`src/chain_consts.vh`:
```
`ifndef CHAIN_CONSTS_VH
`define CHAIN_CONSTS_VH

// output path codes
`define PATH_BYPASS 2'b00
`define PATH_SINC 2'b01
`define PATH_FIR 2'b10
`define PATH_HPF 2'b11

// decimation rate codes
`define RATE_LAST_VALID 3'h4
`define RATE_FALLBACK 3'h0
`define RATE_LOG_MAX 3'h7
`define RATE_CNT_FULL 7'h7f

// modulator clock divider (master clock / 4)
`define MOD_PHASE_TICK 2'h0
`define MOD_PHASE_ONE 2'h1

// datapath widths and depths
`define DATA_W 32
`define SINC_W 42
`define SINC_ORDER 5
`define FIR_STAGES 4
`define FIR_ACC_W 40
`define FIFO_DEPTH 16
`define FIFO_AW 4

// high-pass coefficient fraction bits
`define HPF_FRAC 16

// fir sub-stage weights, index last, and normalising shifts
`define W_HALF 4'h1
`define W_LIN3_OUT 4'h1
`define W_LIN3_IN 4'h3
`define W_MIN3_0 4'h4
`define W_MIN3_1 4'h2
`define W_MIN3_2 4'h1
`define W_MIN3_3 4'h1
`define W_LIN4 4'h2
`define W_MIN4_0 4'h3
`define W_MIN4_1 4'h1
`define LAST_DEC2 2'h1
`define LAST_DEC4 2'h3
`define SH_HALF 6'h1
`define SH_DEC4 6'h3
`define SH_DEC2 6'h2

`endif

```
`src/decimation_chain.v`:
```
// Notes on behaviour
// - path code 00 bypass, 01 sinc, 10 sinc+fir, 11 adds high-pass
// - three cascaded stages: sinc, fir with phase choice, high-pass
// - sinc takes one modulator sample per modulator clock, master/4
// - fifth-order comb, unity dc gain via shift by 5*log2(N)
// - rate code 000..100 gives sinc ratio 128,64,32,16,8
// - fir has four sub-stages decimating by 2, 2, 4 and 2
// - sinc plus fir decimates 4096 down to 256
// - sub-stages three and four pick weights by phase select
// - fir passband flat to 0.375 of output rate, tight ripple
// - sinc response has zeros at its output rate and multiples
// - after sync, next modulator clock rise three master clocks on
// - bypass bit stream stable within 16 modulator clocks of sync
// - linear phase fir has constant delay for all frequencies
// - both fir variants share dc gain only, magnitude and phase differ
// - linear and minimum phase settle alike, outputs on the same cycles
// - bypass mode holds the digital filter shut down
// - phase select 0 is linear phase, 1 is minimum phase
// - merge streams: 3a2-6a3+4a4+9(b0-2b1+b2) before filtering
// - bypass drives modulator bit clock at master clock / 4
`timescale 1ns/1ps
`include "chain_consts.vh"

module sample_fifo #(
  parameter WIDTH = 32,
  parameter DEPTH = 16,
  parameter AW = 4
) (
  input wire clk,
  input wire rst,
  input wire ce,
  input wire in_valid,
  output wire in_ready,
  input wire [WIDTH-1:0] in_data,
  output reg out_valid,
  input wire out_ready,
  output reg [WIDTH-1:0] out_data
);
  reg [WIDTH-1:0] mem [0:DEPTH-1];
  reg [AW-1:0] wp_reg;
  reg [AW-1:0] rp_reg;
  localparam [AW:0] FULL_CNT = DEPTH;
  reg [AW:0] cnt_reg;
  wire push;
  wire pop;

  assign in_ready = (cnt_reg != FULL_CNT);
  assign push = in_valid && in_ready;
  assign pop = (!out_valid || out_ready) && (cnt_reg != {(AW+1){1'b0}});

  always @(posedge clk) begin
    if (ce && push) begin
      mem[wp_reg] <= in_data;
    end
  end

  always @(posedge clk) begin
    if (rst) begin
      wp_reg <= {AW{1'b0}};
      rp_reg <= {AW{1'b0}};
      cnt_reg <= {(AW+1){1'b0}};
      out_valid <= 1'b0;
      out_data <= {WIDTH{1'b0}};
    end else if (ce) begin
      if (push) begin
        wp_reg <= wp_reg + 1'b1;
      end
      if (pop) begin
        out_data <= mem[rp_reg];
        rp_reg <= rp_reg + 1'b1;
      end
      if (!out_valid || out_ready) begin
        out_valid <= pop;
      end
      if (push && !pop) begin
        cnt_reg <= cnt_reg + 1'b1;
      end else if (pop && !push) begin
        cnt_reg <= cnt_reg - 1'b1;
      end
    end
  end
endmodule

module decimation_chain (
  // clock, reset, enable
  input wire CLK,
  input wire RST,
  input wire CE,
  // configuration
  input wire [1:0] FILTER_PATH_SELECT,
  input wire [2:0] DECIMATION_RATE_SELECT,
  input wire FIR_PHASE_SELECT,
  input wire [15:0] HPF_COEFF,
  // sync pin, asynchronous
  input wire SYNC,
  // modulator bit streams
  input wire FIRST_STAGE_IN,
  input wire SECOND_STAGE_IN,
  // bypass outputs, enables low while driven
  output reg MOD_CLK_OUT,
  output reg MOD_CLK_OE_N,
  output reg FIRST_STAGE_BITS,
  output reg FIRST_STAGE_OE_N,
  output reg SECOND_STAGE_BITS,
  output reg SECOND_STAGE_OE_N,
  // filtered sample stream
  output wire DATA_VALID,
  input wire DATA_READY,
  output wire [31:0] DATA_OUT
);
  reg sync_a_reg;
  reg sync_b_reg;
  reg sync_c_reg;
  reg [1:0] phase_reg;
  reg [1:0] path_prev_reg;
  reg [2:0] rate_prev_reg;
  reg [3:0] a_hist_reg;
  reg [1:0] b_hist_reg;
  reg [6:0] dec_cnt_reg;
  reg signed [`SINC_W-1:0] integ_reg [0:`SINC_ORDER-1];
  reg signed [`SINC_W-1:0] dly_reg [0:`SINC_ORDER-1];
  reg signed [`DATA_W-1:0] sinc_out_reg;
  reg sinc_v_reg;
  reg signed [`DATA_W-1:0] hp_x_reg;
  reg signed [`DATA_W-1:0] hp_y_reg;
  reg hp_v_reg;
  reg push_reg;
  reg [`DATA_W-1:0] push_data_reg;
  reg signed [7:0] merged;

  wire sync_pulse;
  wire [2:0] rate_eff;
  wire [2:0] rate_log;
  wire [5:0] sinc_shift;
  wire [6:0] dec_last;
  wire filter_en;
  wire cfg_change;
  wire clr;
  wire fifo_ready;
  wire tick;
  wire run_tick;
  wire dec_tick;
  wire signed [`SINC_W-1:0] cmb [0:`SINC_ORDER];
  wire signed [`SINC_W-1:0] sinc_scaled;
  wire signed [`DATA_W-1:0] fir_x [0:`FIR_STAGES];
  wire fir_v [0:`FIR_STAGES];
  wire signed [`DATA_W+`HPF_FRAC:0] hp_prod;
  wire signed [`DATA_W-1:0] hp_y_next;

  // only the second and third flops feed the edge detector
  assign sync_pulse = sync_b_reg && !sync_c_reg;

  always @(posedge CLK) begin
    if (RST) begin
      sync_a_reg <= 1'b0;
      sync_b_reg <= 1'b0;
      sync_c_reg <= 1'b0;
    end else if (CE) begin
      sync_a_reg <= SYNC;
      sync_b_reg <= sync_a_reg;
      sync_c_reg <= sync_b_reg;
    end
  end

  assign rate_eff = (DECIMATION_RATE_SELECT > `RATE_LAST_VALID) ?
                    `RATE_FALLBACK : DECIMATION_RATE_SELECT;
  assign rate_log = `RATE_LOG_MAX - rate_eff;
  assign dec_last = `RATE_CNT_FULL >> rate_eff;
  // shift of 5*log2(N) restores unity dc gain
  assign sinc_shift = {1'b0, rate_log, 2'b00} + {3'b000, rate_log};

  assign filter_en = (FILTER_PATH_SELECT != `PATH_BYPASS);
  assign cfg_change = (FILTER_PATH_SELECT != path_prev_reg) ||
                      (rate_eff != rate_prev_reg);
  // restart on path or rate change or sync
  assign clr = RST || cfg_change || sync_pulse || !filter_en;

  // stalls sampling while the output fifo has no room
  assign tick = CE && (phase_reg == `MOD_PHASE_TICK);
  assign run_tick = tick && filter_en && fifo_ready;

  always @(posedge CLK) begin
    if (RST) begin
      path_prev_reg <= `PATH_BYPASS;
      rate_prev_reg <= `RATE_FALLBACK;
      phase_reg <= `MOD_PHASE_TICK;
      MOD_CLK_OUT <= 1'b0;
      MOD_CLK_OE_N <= 1'b1;
      FIRST_STAGE_BITS <= 1'b0;
      FIRST_STAGE_OE_N <= 1'b1;
      SECOND_STAGE_BITS <= 1'b0;
      SECOND_STAGE_OE_N <= 1'b1;
    end else if (CE) begin
      path_prev_reg <= FILTER_PATH_SELECT;
      rate_prev_reg <= rate_eff;
      // divider restarts so rise lands three clocks on
      if (sync_pulse) begin
        phase_reg <= `MOD_PHASE_TICK;
      end else begin
        phase_reg <= phase_reg + `MOD_PHASE_ONE;
      end
      // clock high for the upper half of the divider
      MOD_CLK_OUT <= sync_pulse ? 1'b0 : phase_reg[1];
      // bypass turns the stream pins into outputs
      MOD_CLK_OE_N <= filter_en;
      FIRST_STAGE_OE_N <= filter_en;
      SECOND_STAGE_OE_N <= filter_en;
      // bits follow the fresh divider from the first tick
      if (tick && !filter_en) begin
        FIRST_STAGE_BITS <= FIRST_STAGE_IN;
        SECOND_STAGE_BITS <= SECOND_STAGE_IN;
      end
    end
  end

  // merge of the two stage streams
  always @* begin
    merged = 8'sh00;
    if (a_hist_reg[1]) merged = merged + 8'sh03;
    if (a_hist_reg[2]) merged = merged - 8'sh06;
    if (a_hist_reg[3]) merged = merged + 8'sh04;
    if (SECOND_STAGE_IN) merged = merged + 8'sh09;
    if (b_hist_reg[0]) merged = merged - 8'sh12;
    if (b_hist_reg[1]) merged = merged + 8'sh09;
  end

  always @(posedge CLK) begin
    if (clr) begin
      a_hist_reg <= 4'h0;
      b_hist_reg <= 2'h0;
      dec_cnt_reg <= 7'h00;
    end else if (run_tick) begin
      a_hist_reg <= {a_hist_reg[2:0], FIRST_STAGE_IN};
      b_hist_reg <= {b_hist_reg[0], SECOND_STAGE_IN};
      dec_cnt_reg <= (dec_cnt_reg == dec_last) ? 7'h00 :
                     dec_cnt_reg + 7'h01;
    end
  end

  assign dec_tick = run_tick && (dec_cnt_reg == dec_last);

  // integrators at the modulator rate, combs at the output rate
  // N-sample comb puts zeros at the output rate and multiples
  assign cmb[0] = integ_reg[`SINC_ORDER-1];
  genvar gi;
  generate
    for (gi = 0; gi < `SINC_ORDER; gi = gi + 1) begin : g_sinc
      wire signed [`SINC_W-1:0] integ_in;
      if (gi == 0) begin : g_first
        assign integ_in = {{(`SINC_W-8){merged[7]}}, merged};
      end else begin : g_rest
        assign integ_in = integ_reg[gi-1];
      end
      assign cmb[gi+1] = cmb[gi] - dly_reg[gi];
      always @(posedge CLK) begin
        if (clr) begin
          integ_reg[gi] <= {`SINC_W{1'b0}};
          dly_reg[gi] <= {`SINC_W{1'b0}};
        end else begin
          if (run_tick) begin
            integ_reg[gi] <= integ_reg[gi] + integ_in;
          end
          if (dec_tick) begin
            dly_reg[gi] <= cmb[gi];
          end
        end
      end
    end
  endgenerate

  // wrap-around integrators are exact as long as combs see every sample
  assign sinc_scaled = cmb[`SINC_ORDER] >>> sinc_shift;

  always @(posedge CLK) begin
    if (clr) begin
      sinc_out_reg <= {`DATA_W{1'b0}};
      sinc_v_reg <= 1'b0;
    end else if (CE) begin
      sinc_v_reg <= dec_tick;
      if (dec_tick) begin
        sinc_out_reg <= sinc_scaled[`DATA_W-1:0];
      end
    end
  end

  // weights by sub-stage, index and phase
  // phase select 0 linear, 1 minimum
  function [3:0] fir_weight;
    input [1:0] stage;
    input [1:0] idx;
    input min_ph;
    begin
      fir_weight = `W_HALF;
      if (stage == 2'd2) begin
        if (!min_ph) begin
          // symmetric taps keep the delay constant
          fir_weight = (idx == 2'd0 || idx == 2'd3) ?
                       `W_LIN3_OUT : `W_LIN3_IN;
        end else begin
          case (idx)
            2'd0: fir_weight = `W_MIN3_0;
            2'd1: fir_weight = `W_MIN3_1;
            2'd2: fir_weight = `W_MIN3_2;
            default: fir_weight = `W_MIN3_3;
          endcase
        end
      end else if (stage == 2'd3) begin
        if (!min_ph) begin
          fir_weight = `W_LIN4;
        end else begin
          fir_weight = (idx == 2'd0) ? `W_MIN4_0 : `W_MIN4_1;
        end
      end
    end
  endfunction

  // fir fed by sinc output, high-pass fed by fir output
  assign fir_x[0] = sinc_out_reg;
  assign fir_v[0] = sinc_v_reg;

  // sub-stages decimate by 2, 2, 4, 2
  // fir adds a fixed factor 32 to the sinc ratio
  // weights of both variants sum alike, so dc gain matches
  // passband shape is set by the tap values alone
  generate
    for (gi = 0; gi < `FIR_STAGES; gi = gi + 1) begin : g_fir
      localparam [1:0] STAGE_NUM = gi;
      reg signed [`FIR_ACC_W-1:0] acc_reg;
      reg [1:0] idx_reg;
      reg signed [`DATA_W-1:0] out_reg;
      reg v_reg;
      wire [1:0] last;
      wire [5:0] shift;
      wire [3:0] w;
      wire signed [`FIR_ACC_W-1:0] term;
      wire signed [`FIR_ACC_W-1:0] sum;
      wire signed [`FIR_ACC_W-1:0] scaled;
      assign last = (gi == 2) ? `LAST_DEC4 : `LAST_DEC2;
      assign shift = (gi == 2) ? `SH_DEC4 :
                     (gi == 3) ? `SH_DEC2 : `SH_HALF;
      assign w = fir_weight(STAGE_NUM, idx_reg, FIR_PHASE_SELECT);
      assign term = fir_x[gi] * $signed({1'b0, w});
      assign sum = acc_reg + term;
      assign scaled = sum >>> shift;
      assign fir_x[gi+1] = out_reg;
      assign fir_v[gi+1] = v_reg;
      always @(posedge CLK) begin
        if (clr) begin
          acc_reg <= {`FIR_ACC_W{1'b0}};
          idx_reg <= 2'h0;
          out_reg <= {`DATA_W{1'b0}};
          v_reg <= 1'b0;
        end else if (CE) begin
          v_reg <= 1'b0;
          if (fir_v[gi]) begin
            if (idx_reg == last) begin
              out_reg <= scaled[`DATA_W-1:0];
              v_reg <= 1'b1;
              acc_reg <= {`FIR_ACC_W{1'b0}};
              idx_reg <= 2'h0;
            end else begin
              acc_reg <= sum;
              idx_reg <= idx_reg + 2'h1;
            end
          end
        end
      end
    end
  endgenerate

  // first-order high-pass: y = x - x1 + y1 - y1*k/2^16
  assign hp_prod = hp_y_reg * $signed({1'b0, HPF_COEFF});
  assign hp_y_next = fir_x[`FIR_STAGES] - hp_x_reg + hp_y_reg -
                     hp_prod[`DATA_W+`HPF_FRAC-1:`HPF_FRAC];

  always @(posedge CLK) begin
    if (clr) begin
      hp_x_reg <= {`DATA_W{1'b0}};
      hp_y_reg <= {`DATA_W{1'b0}};
      hp_v_reg <= 1'b0;
    end else if (CE) begin
      hp_v_reg <= fir_v[`FIR_STAGES];
      if (fir_v[`FIR_STAGES]) begin
        hp_x_reg <= fir_x[`FIR_STAGES];
        hp_y_reg <= hp_y_next;
      end
    end
  end

  always @(posedge CLK) begin
    if (clr) begin
      push_reg <= 1'b0;
      push_data_reg <= {`DATA_W{1'b0}};
    end else if (CE) begin
      case (FILTER_PATH_SELECT)
        `PATH_SINC: begin
          push_reg <= sinc_v_reg;
          push_data_reg <= sinc_out_reg;
        end
        `PATH_FIR: begin
          push_reg <= fir_v[`FIR_STAGES];
          push_data_reg <= fir_x[`FIR_STAGES];
        end
        `PATH_HPF: begin
          push_reg <= hp_v_reg;
          push_data_reg <= hp_y_reg;
        end
        default: begin
          push_reg <= 1'b0;
          push_data_reg <= {`DATA_W{1'b0}};
        end
      endcase
    end
  end

  sample_fifo #(
    .WIDTH(`DATA_W),
    .DEPTH(`FIFO_DEPTH),
    .AW(`FIFO_AW)
  ) u_fifo (
    .clk(CLK),
    .rst(RST),
    .ce(CE),
    .in_valid(push_reg),
    .in_ready(fifo_ready),
    .in_data(push_data_reg),
    .out_valid(DATA_VALID),
    .out_ready(DATA_READY),
    .out_data(DATA_OUT)
  );
endmodule

```
`config.mk`:
```
export PLATFORM = sky130hd
export DESIGN_NAME = decimation_chain
export DESIGN_NICKNAME = d
export VERILOG_FILES = /design/src/decimation_chain.v
export VERILOG_INCLUDE_DIRS = /design/src /design/src/src
export SDC_FILE = /design/constraint.sdc
export NUM_CORES = 2
export LEC_CHECK = 0
export BUFFER_PORTS_ARGS = -buffer_cell sky130_fd_sc_hd__buf_2
export CORE_ASPECT_RATIO = 1.2
export CORE_MARGIN = 2
export CORE_UTILIZATION = 29
export CTS_CLUSTER_DIAMETER = 30
export DETAILED_ROUTE_END_ITERATION = 10
export PLACE_DENSITY_LB_ADDON = 0.2
export SLEW_MARGIN = 20
export SYNTH_ARGS = -nofsm -noshare
export SYNTH_HDL_FRONTEND = slang
export SYNTH_SLANG_ARGS = --single-unit
```
`constraint.sdc`:
```
create_clock -name CLK -period 14.7 [get_ports CLK]
set_clock_uncertainty 0.2 [all_clocks]
set_input_delay 1.47 -clock CLK [delete_from_list [all_inputs] [get_ports CLK]]
set_output_delay 1.47 -clock CLK [all_outputs]
set_load 0.02 [all_outputs]
```
Yosys cells after proc, flatten, opt, wreduce, memory -nomap -nowiden. Memories as Yosys holds them, arrays and structs flattened. A register that Yosys moved wholly into a read port is not among the register bits. Index checks and enable logic that the tools add are counted.

Reductions and logical operators: 43. Add/subtract/negate cells: 34. Multiplexer cells: 55. $mul: 3. Eq/ne operators: 12. Magnitude comparators: 1. Shift operators: 2. Bitwise logic cells: 10.

Operators with widths (number): $mux 42 (10); $sub 42x42->42 (5); $add 42x42->42 (4); $mux 40 (4); $pmux 32 s3 (1); $add 40x32->40 (2); $sub 32x32->32 (2); $mul 32x17->48 (1); $add 42x8->42 (1); $sshr 42x6->32 (1); $add 40x35->40 (1); $add 40x36->40 (1); $mux 8 (5); $mul 32x4->36 (1); $mul 32x3->35 (1); $add 32x32->32 (1); $reduce_and 2->1 (11); $mux 1 (19); $mux 2 (9); $add 8x5->8 const B (2); $reduce_and 3->1 (4); $logic_and 1x1->1 (11); $add 2x1->2 const B (5); $eq 2x1->1 const B (5); other kinds (27) (53).

Output and inout bits: 39. Bits of input ports: 29. Bits in registers: 472. Bits in writable memories: 932. Memories kept: 3. Logic and storage cells: 203.

Memories: u_fifo.mem (words 16, bits a word 32, read ports 1, clocked after memory_dff 1, write ports 1, RTL line decimation_chain.v:39) `reg [WIDTH-1:0] mem [0:DEPTH-1];`; dly_reg (words 5, bits a word 42, read ports 5, clocked after memory_dff 0, write ports 5, RTL line decimation_chain.v:121) `` reg signed [`SINC_W-1:0] dly_reg [0:`SINC_ORDER-1]; ``; integ_reg (words 5, bits a word 42, read ports 5, clocked after memory_dff 0, write ports 5, RTL line decimation_chain.v:120) `` reg signed [`SINC_W-1:0] integ_reg [0:`SINC_ORDER-1]; ``.

Longest topological paths before layout.
Depth in word-level cells: 13. Depth in mapped cells: 63. Gate-level depth less buffers: 62.

Hierarchy. From an unflattened synthesis, not the netlist that was laid out.

Cells, all modules: 10720. Area total of the unflattened synthesis: 105636.3 sq um.

By module, submodules not included: decimation_chain (instances 1, area an instance 84262.1 sq um, cells each 9758, sequential area each 21280.4 sq um); sample_fifo (instances 1, area an instance 21374.2 sq um, cells each 962, sequential area each 16295.6 sq um).

Worst setup path before layout. No wires, ideal clock.

Path type: input port to flip-flop. Start: input HPF_COEFF[2]. End: register hp_y_reg[30]. Required time: 14368 ps. Data arrival time: 10536 ps. Buffers on the path: 1. Path slack: 3832 ps. Library setup time: 132 ps. Stages: 39. Cell sequence: clkbuf_1 nand2_1 fa_1 inv_1 fa_1 inv_1 fa_1 inv_1 fa_1 inv_1 fa_1 inv_1 fa_1 ha_1 o211ai_1 a2111oi_0 o21a_1 o21a_1 (+3 left out) fa_1 inv_1 fa_1 ha_1 a21o_1 a2111oi_0 o21bai_1 a21o_1 nand2_1 a31oi_1 o41ai_1 o21ai_0 o221ai_1 o21a_1 o21ai_0 xor2_1 nand2_1 a21oi_1.

Longest elaborated chain between the ends: 2.

RTL lines: start: declaration (RTL line decimation_chain.v:93) `input wire [15:0] HPF_COEFF,`; $mul 32x17->48 (RTL line decimation_chain.v:372) `assign hp_prod = hp_y_reg * $signed({1'b0, HPF_COEFF});`; $sub 32x32->32 (RTL line decimation_chain.v:373) `` assign hp_y_next = fir_x[`FIR_STAGES] - hp_x_reg + hp_y_reg - ``; end signal: assignment (RTL line decimation_chain.v:379) `` hp_y_reg <= {`DATA_W{1'b0}}; ``; end signal: assignment (RTL line decimation_chain.v:385) `hp_y_reg <= hp_y_next;`; end: declaration (RTL line decimation_chain.v:125) `` reg signed [`DATA_W-1:0] hp_y_reg; ``.

No other way between the ends. A chain may end at the register's enable or synchronous reset.

==> summary.md <==
| Metric | Value |
|---|---|
| Cell Count, Final, Fillers Out | `15800` |
| R2R Path End | `sinc_out_reg[20]` |
| Max clock buf depth | `4` |
| Area occupied by registers | `37600 um2` |
| Cell variety after synth | `90` |
| Mapped Avg Cell Area | `9.87 um2` |
| Most frequent cells in the layout | `inv_1, nand2_1, edfxtp_1, a21oi_1, nor2_1` |
| Insertion delay to the later sink of the worst-skew pair | `930 ps` |
| Grt ovf | `0` |
| H-Tree Depth | `5` |
| Critical path class | `register to register` |
| Layout cells sized above 1 | `0.0944` |
| PostCTS Resize Cnt | `0` |
| Critical Path Fanout Max | `12` |
| Min cycle time layout | `12590 ps` |
| Yosys reg bits | `1411` |
| Die X | `553 um` |
| Synth top area share | `0.267` |
| Hold path endpoint | `u_fifo.out_data[2]` |
| Num CTS Buffers | `389` |
| Crit-path slowest cell | `a31oi_1` |
| YS warnings | `0` |
| Synthesized area | `105000 um2` |
| MaxCap Viol Count | `0` |
| Die ar. | `366000 um2` |
| Final wirelength | `282000 um` |
| Period utilization | `0.857` |
| Largest net degree at the start of global routing | `94` |
| Setup Viol. Count Final | `0` |
| Area of the multi-input gates | `61000 um2` |
| Highest cell delay on the worst timing path | `700 ps` |
| Initial antenna violation count | `10` |
| Half-perimeter wire length after placement | `203000 um` |
| Cells after Synth | `10600` |
| Max Freq | `79.4 MHz` |
| Hold Path Origin | `u_fifo.out_data[2]` |
| CP endpoint kind | `register` |
| Max FFs per register | `512` |
| Final nets | `12200` |
| Via Count | `76200` |
| Root buffer cell | `clkbuf_16` |
| Slew headroom | `0.228` |
| Num ports | `68` |
| Hold Buf Count CTS | `0` |
| Die height | `662 um` |
| R2r worst-path depth | `52` |
| RSZ-0062 raised after global routing | `no` |
| Post-CTS setup buffers | `0` |
| DR DRC count | `0` |
| Cell taking the most area after synthesis | `edfxtp_1` |
| Fraction of registers with async set/reset | `0` |
| Number of port buffers | `67` |
| Starting Density | `0.291` |
| Filler Cell Count | `36300` |
| Register area share after synthesis | `0.359` |
| Top FF cell, synth | `edfxtp_1` |
| Antenna-violating nets left | `0` |
| Via density | `4.82` |
| EDFF count, synth | `932` |
| Num rows | `241` |
| TNS Setup | `0 ps` |
| CP Launch Type | `register` |
| Final Hold Violating Endpoints | `0` |
| Core Box Area | `359000 um2` |
| Status | `completed` |
| Worst EP arrival | `13190 ps` |
| CP required | `15300 ps` |
| Global Route Usage Sum | `0.152` |
| Hold Path Depth | `2` |
| Synth top area cells | `edfxtp_1, fa_1, ha_1, dfxtp_1, inv_1` |
| Final weighted congestion in routability-driven placement | `0.861` |
| RR Startpoint | `integ_reg[4][0]` |
| CTS tree | `built` |
| Vias in the first global route | `80500` |
| Clk pin slew, worst setup/hold paths | `40 ps` |
| Clock sink count | `1411` |
| Hold Path Class | `register to register` |
| Syn-to-layout area delta | `17.8%` |
| Max-slew violations | `0` |
| 1st-pass router iterations | `7` |
| Dpl cells | `15100` |
| Cell mode on critical path | `a21oi_1` |
| Worst-margin pin slew | `1160 ps` |
| First-pass GRT wire length | `445000 um` |
| Syn_nets | `12100` |
| Drt wl/cell | `17.8 um` |
| Commonest non-fill, non-tap cell in the layout | `inv_1` |
| DRT iter0 DRCs | `3360` |
| Flop2flop setup slack | `2110 ps` |
synthesized netlist by cell type, types with 20 or more instances:
cell type	n
o21bai_1	80
edfxtp_1	932
nand2b_1	112
xor2_1	216
or2_2	27
nand2_1	1019
or3_1	35
buf_1	39
and2_1	503
a21oi_1	831
clkbuf_1	387
a21boi_0	22
nor2_1	815
nand4_1	46
nor3_1	125
o21a_1	86
inv_1	1273
mux4_2	163
ha_1	774
a22oi_1	107
o31ai_1	25
and3_1	112
xnor2_1	351
o211ai_1	40
a31oi_1	58
nand3_1	96
o21ai_0	288
dfxtp_1	479
a21o_1	280
a211o_1	20
nor2b_1	126
fa_1	653
mux2i_1	127
a211oi_1	69
worst max-delay path, delay by kind of cell (launching register included):
| family | cells | cell delay, ps |
|---|---|---|
| simple gates | 9 | 1350 |
| compound gates | 30 | 7150 |
| fa+ha+maj | 6 | 1900 |
| xor+xnor | 6 | 1530 |
| flops | 1 | 340 |
| buf+inv | 1 | 70 |
per-layer routing:
metal	vias to the layer above	global-route usage	wire (um)
met4	6	0.0612	10800
met5	-	0	45
met1	37600	0.172	113000
met2	1307	0.286	148000
li1	36800	-	-
met3	539	0.0193	9630
area by class of cell:
cell class / count / area share
diodes: 3 / 0.0000608
flip-flops and latches: 1411 / 0.304
clock buffers: 516 / 0.0866
clock inverters: 195 / 0.0180
multi-input cells: 7502 / 0.494
repair buffers: 185 / 0.0101
inverters: 1274 / 0.0387
well taps: 4738 / 0.0480
worst max path at each step:
stage | slack, ps | start | to | cells past startpoint
after global placement | 1710 | HPF_COEFF[2] | hp_y_reg[30] | 39
after detailed placement | 2080 | integ_reg[4][0] | sinc_out_reg[20] | 56
after CTS | 2040 | integ_reg[4][0] | sinc_out_reg[20] | 56
final | 2110 | integ_reg[4][0] | sinc_out_reg[20] | 52
after global routing | 750 | integ_reg[4][0] | sinc_out_reg[20] | 55
after floorplan | 3830 | HPF_COEFF[2] | hp_y_reg[30] | 39
stage by stage:
step | area [um2] | utilization | setup slack, ps | hold slack, ps
floorplan | 105000 | - | 3830 | 232
global placement | 111000 | 0.307 | 1710 | 240
detailed placement | 111000 | 0.307 | 2080 | 244
CTS | 123000 | 0.343 | 2040 | 250
global route | 123000 | 0.343 | 746 | 271
finish | 123000 | 0.343 | 2110 | 248
logic make-up (layout without fill, tap and decap cells):
| group | after synthesis | after routing | share of synthesized area |
|---|---|---|---|
| buffers and inverters | 1704 | 2170 | 0.0612 |
| muxes | 304 | 304 | 0.0487 |
| xor gates and xnor gates | 571 | 571 | 0.0482 |
| adders and majority gates | 1427 | 1427 | 0.217 |
| other | 0 | 3 | 0 |
| AOI/OAI and AO/OA | 2123 | 2123 | 0.128 |
| DFF | 1411 | 1411 | 0.359 |
| and+or+nand+nor | 3077 | 3077 | 0.138 |
Power is not shown: default switching activity piles up to over one toggle a cycle in this logic, so the estimate is an artifact.
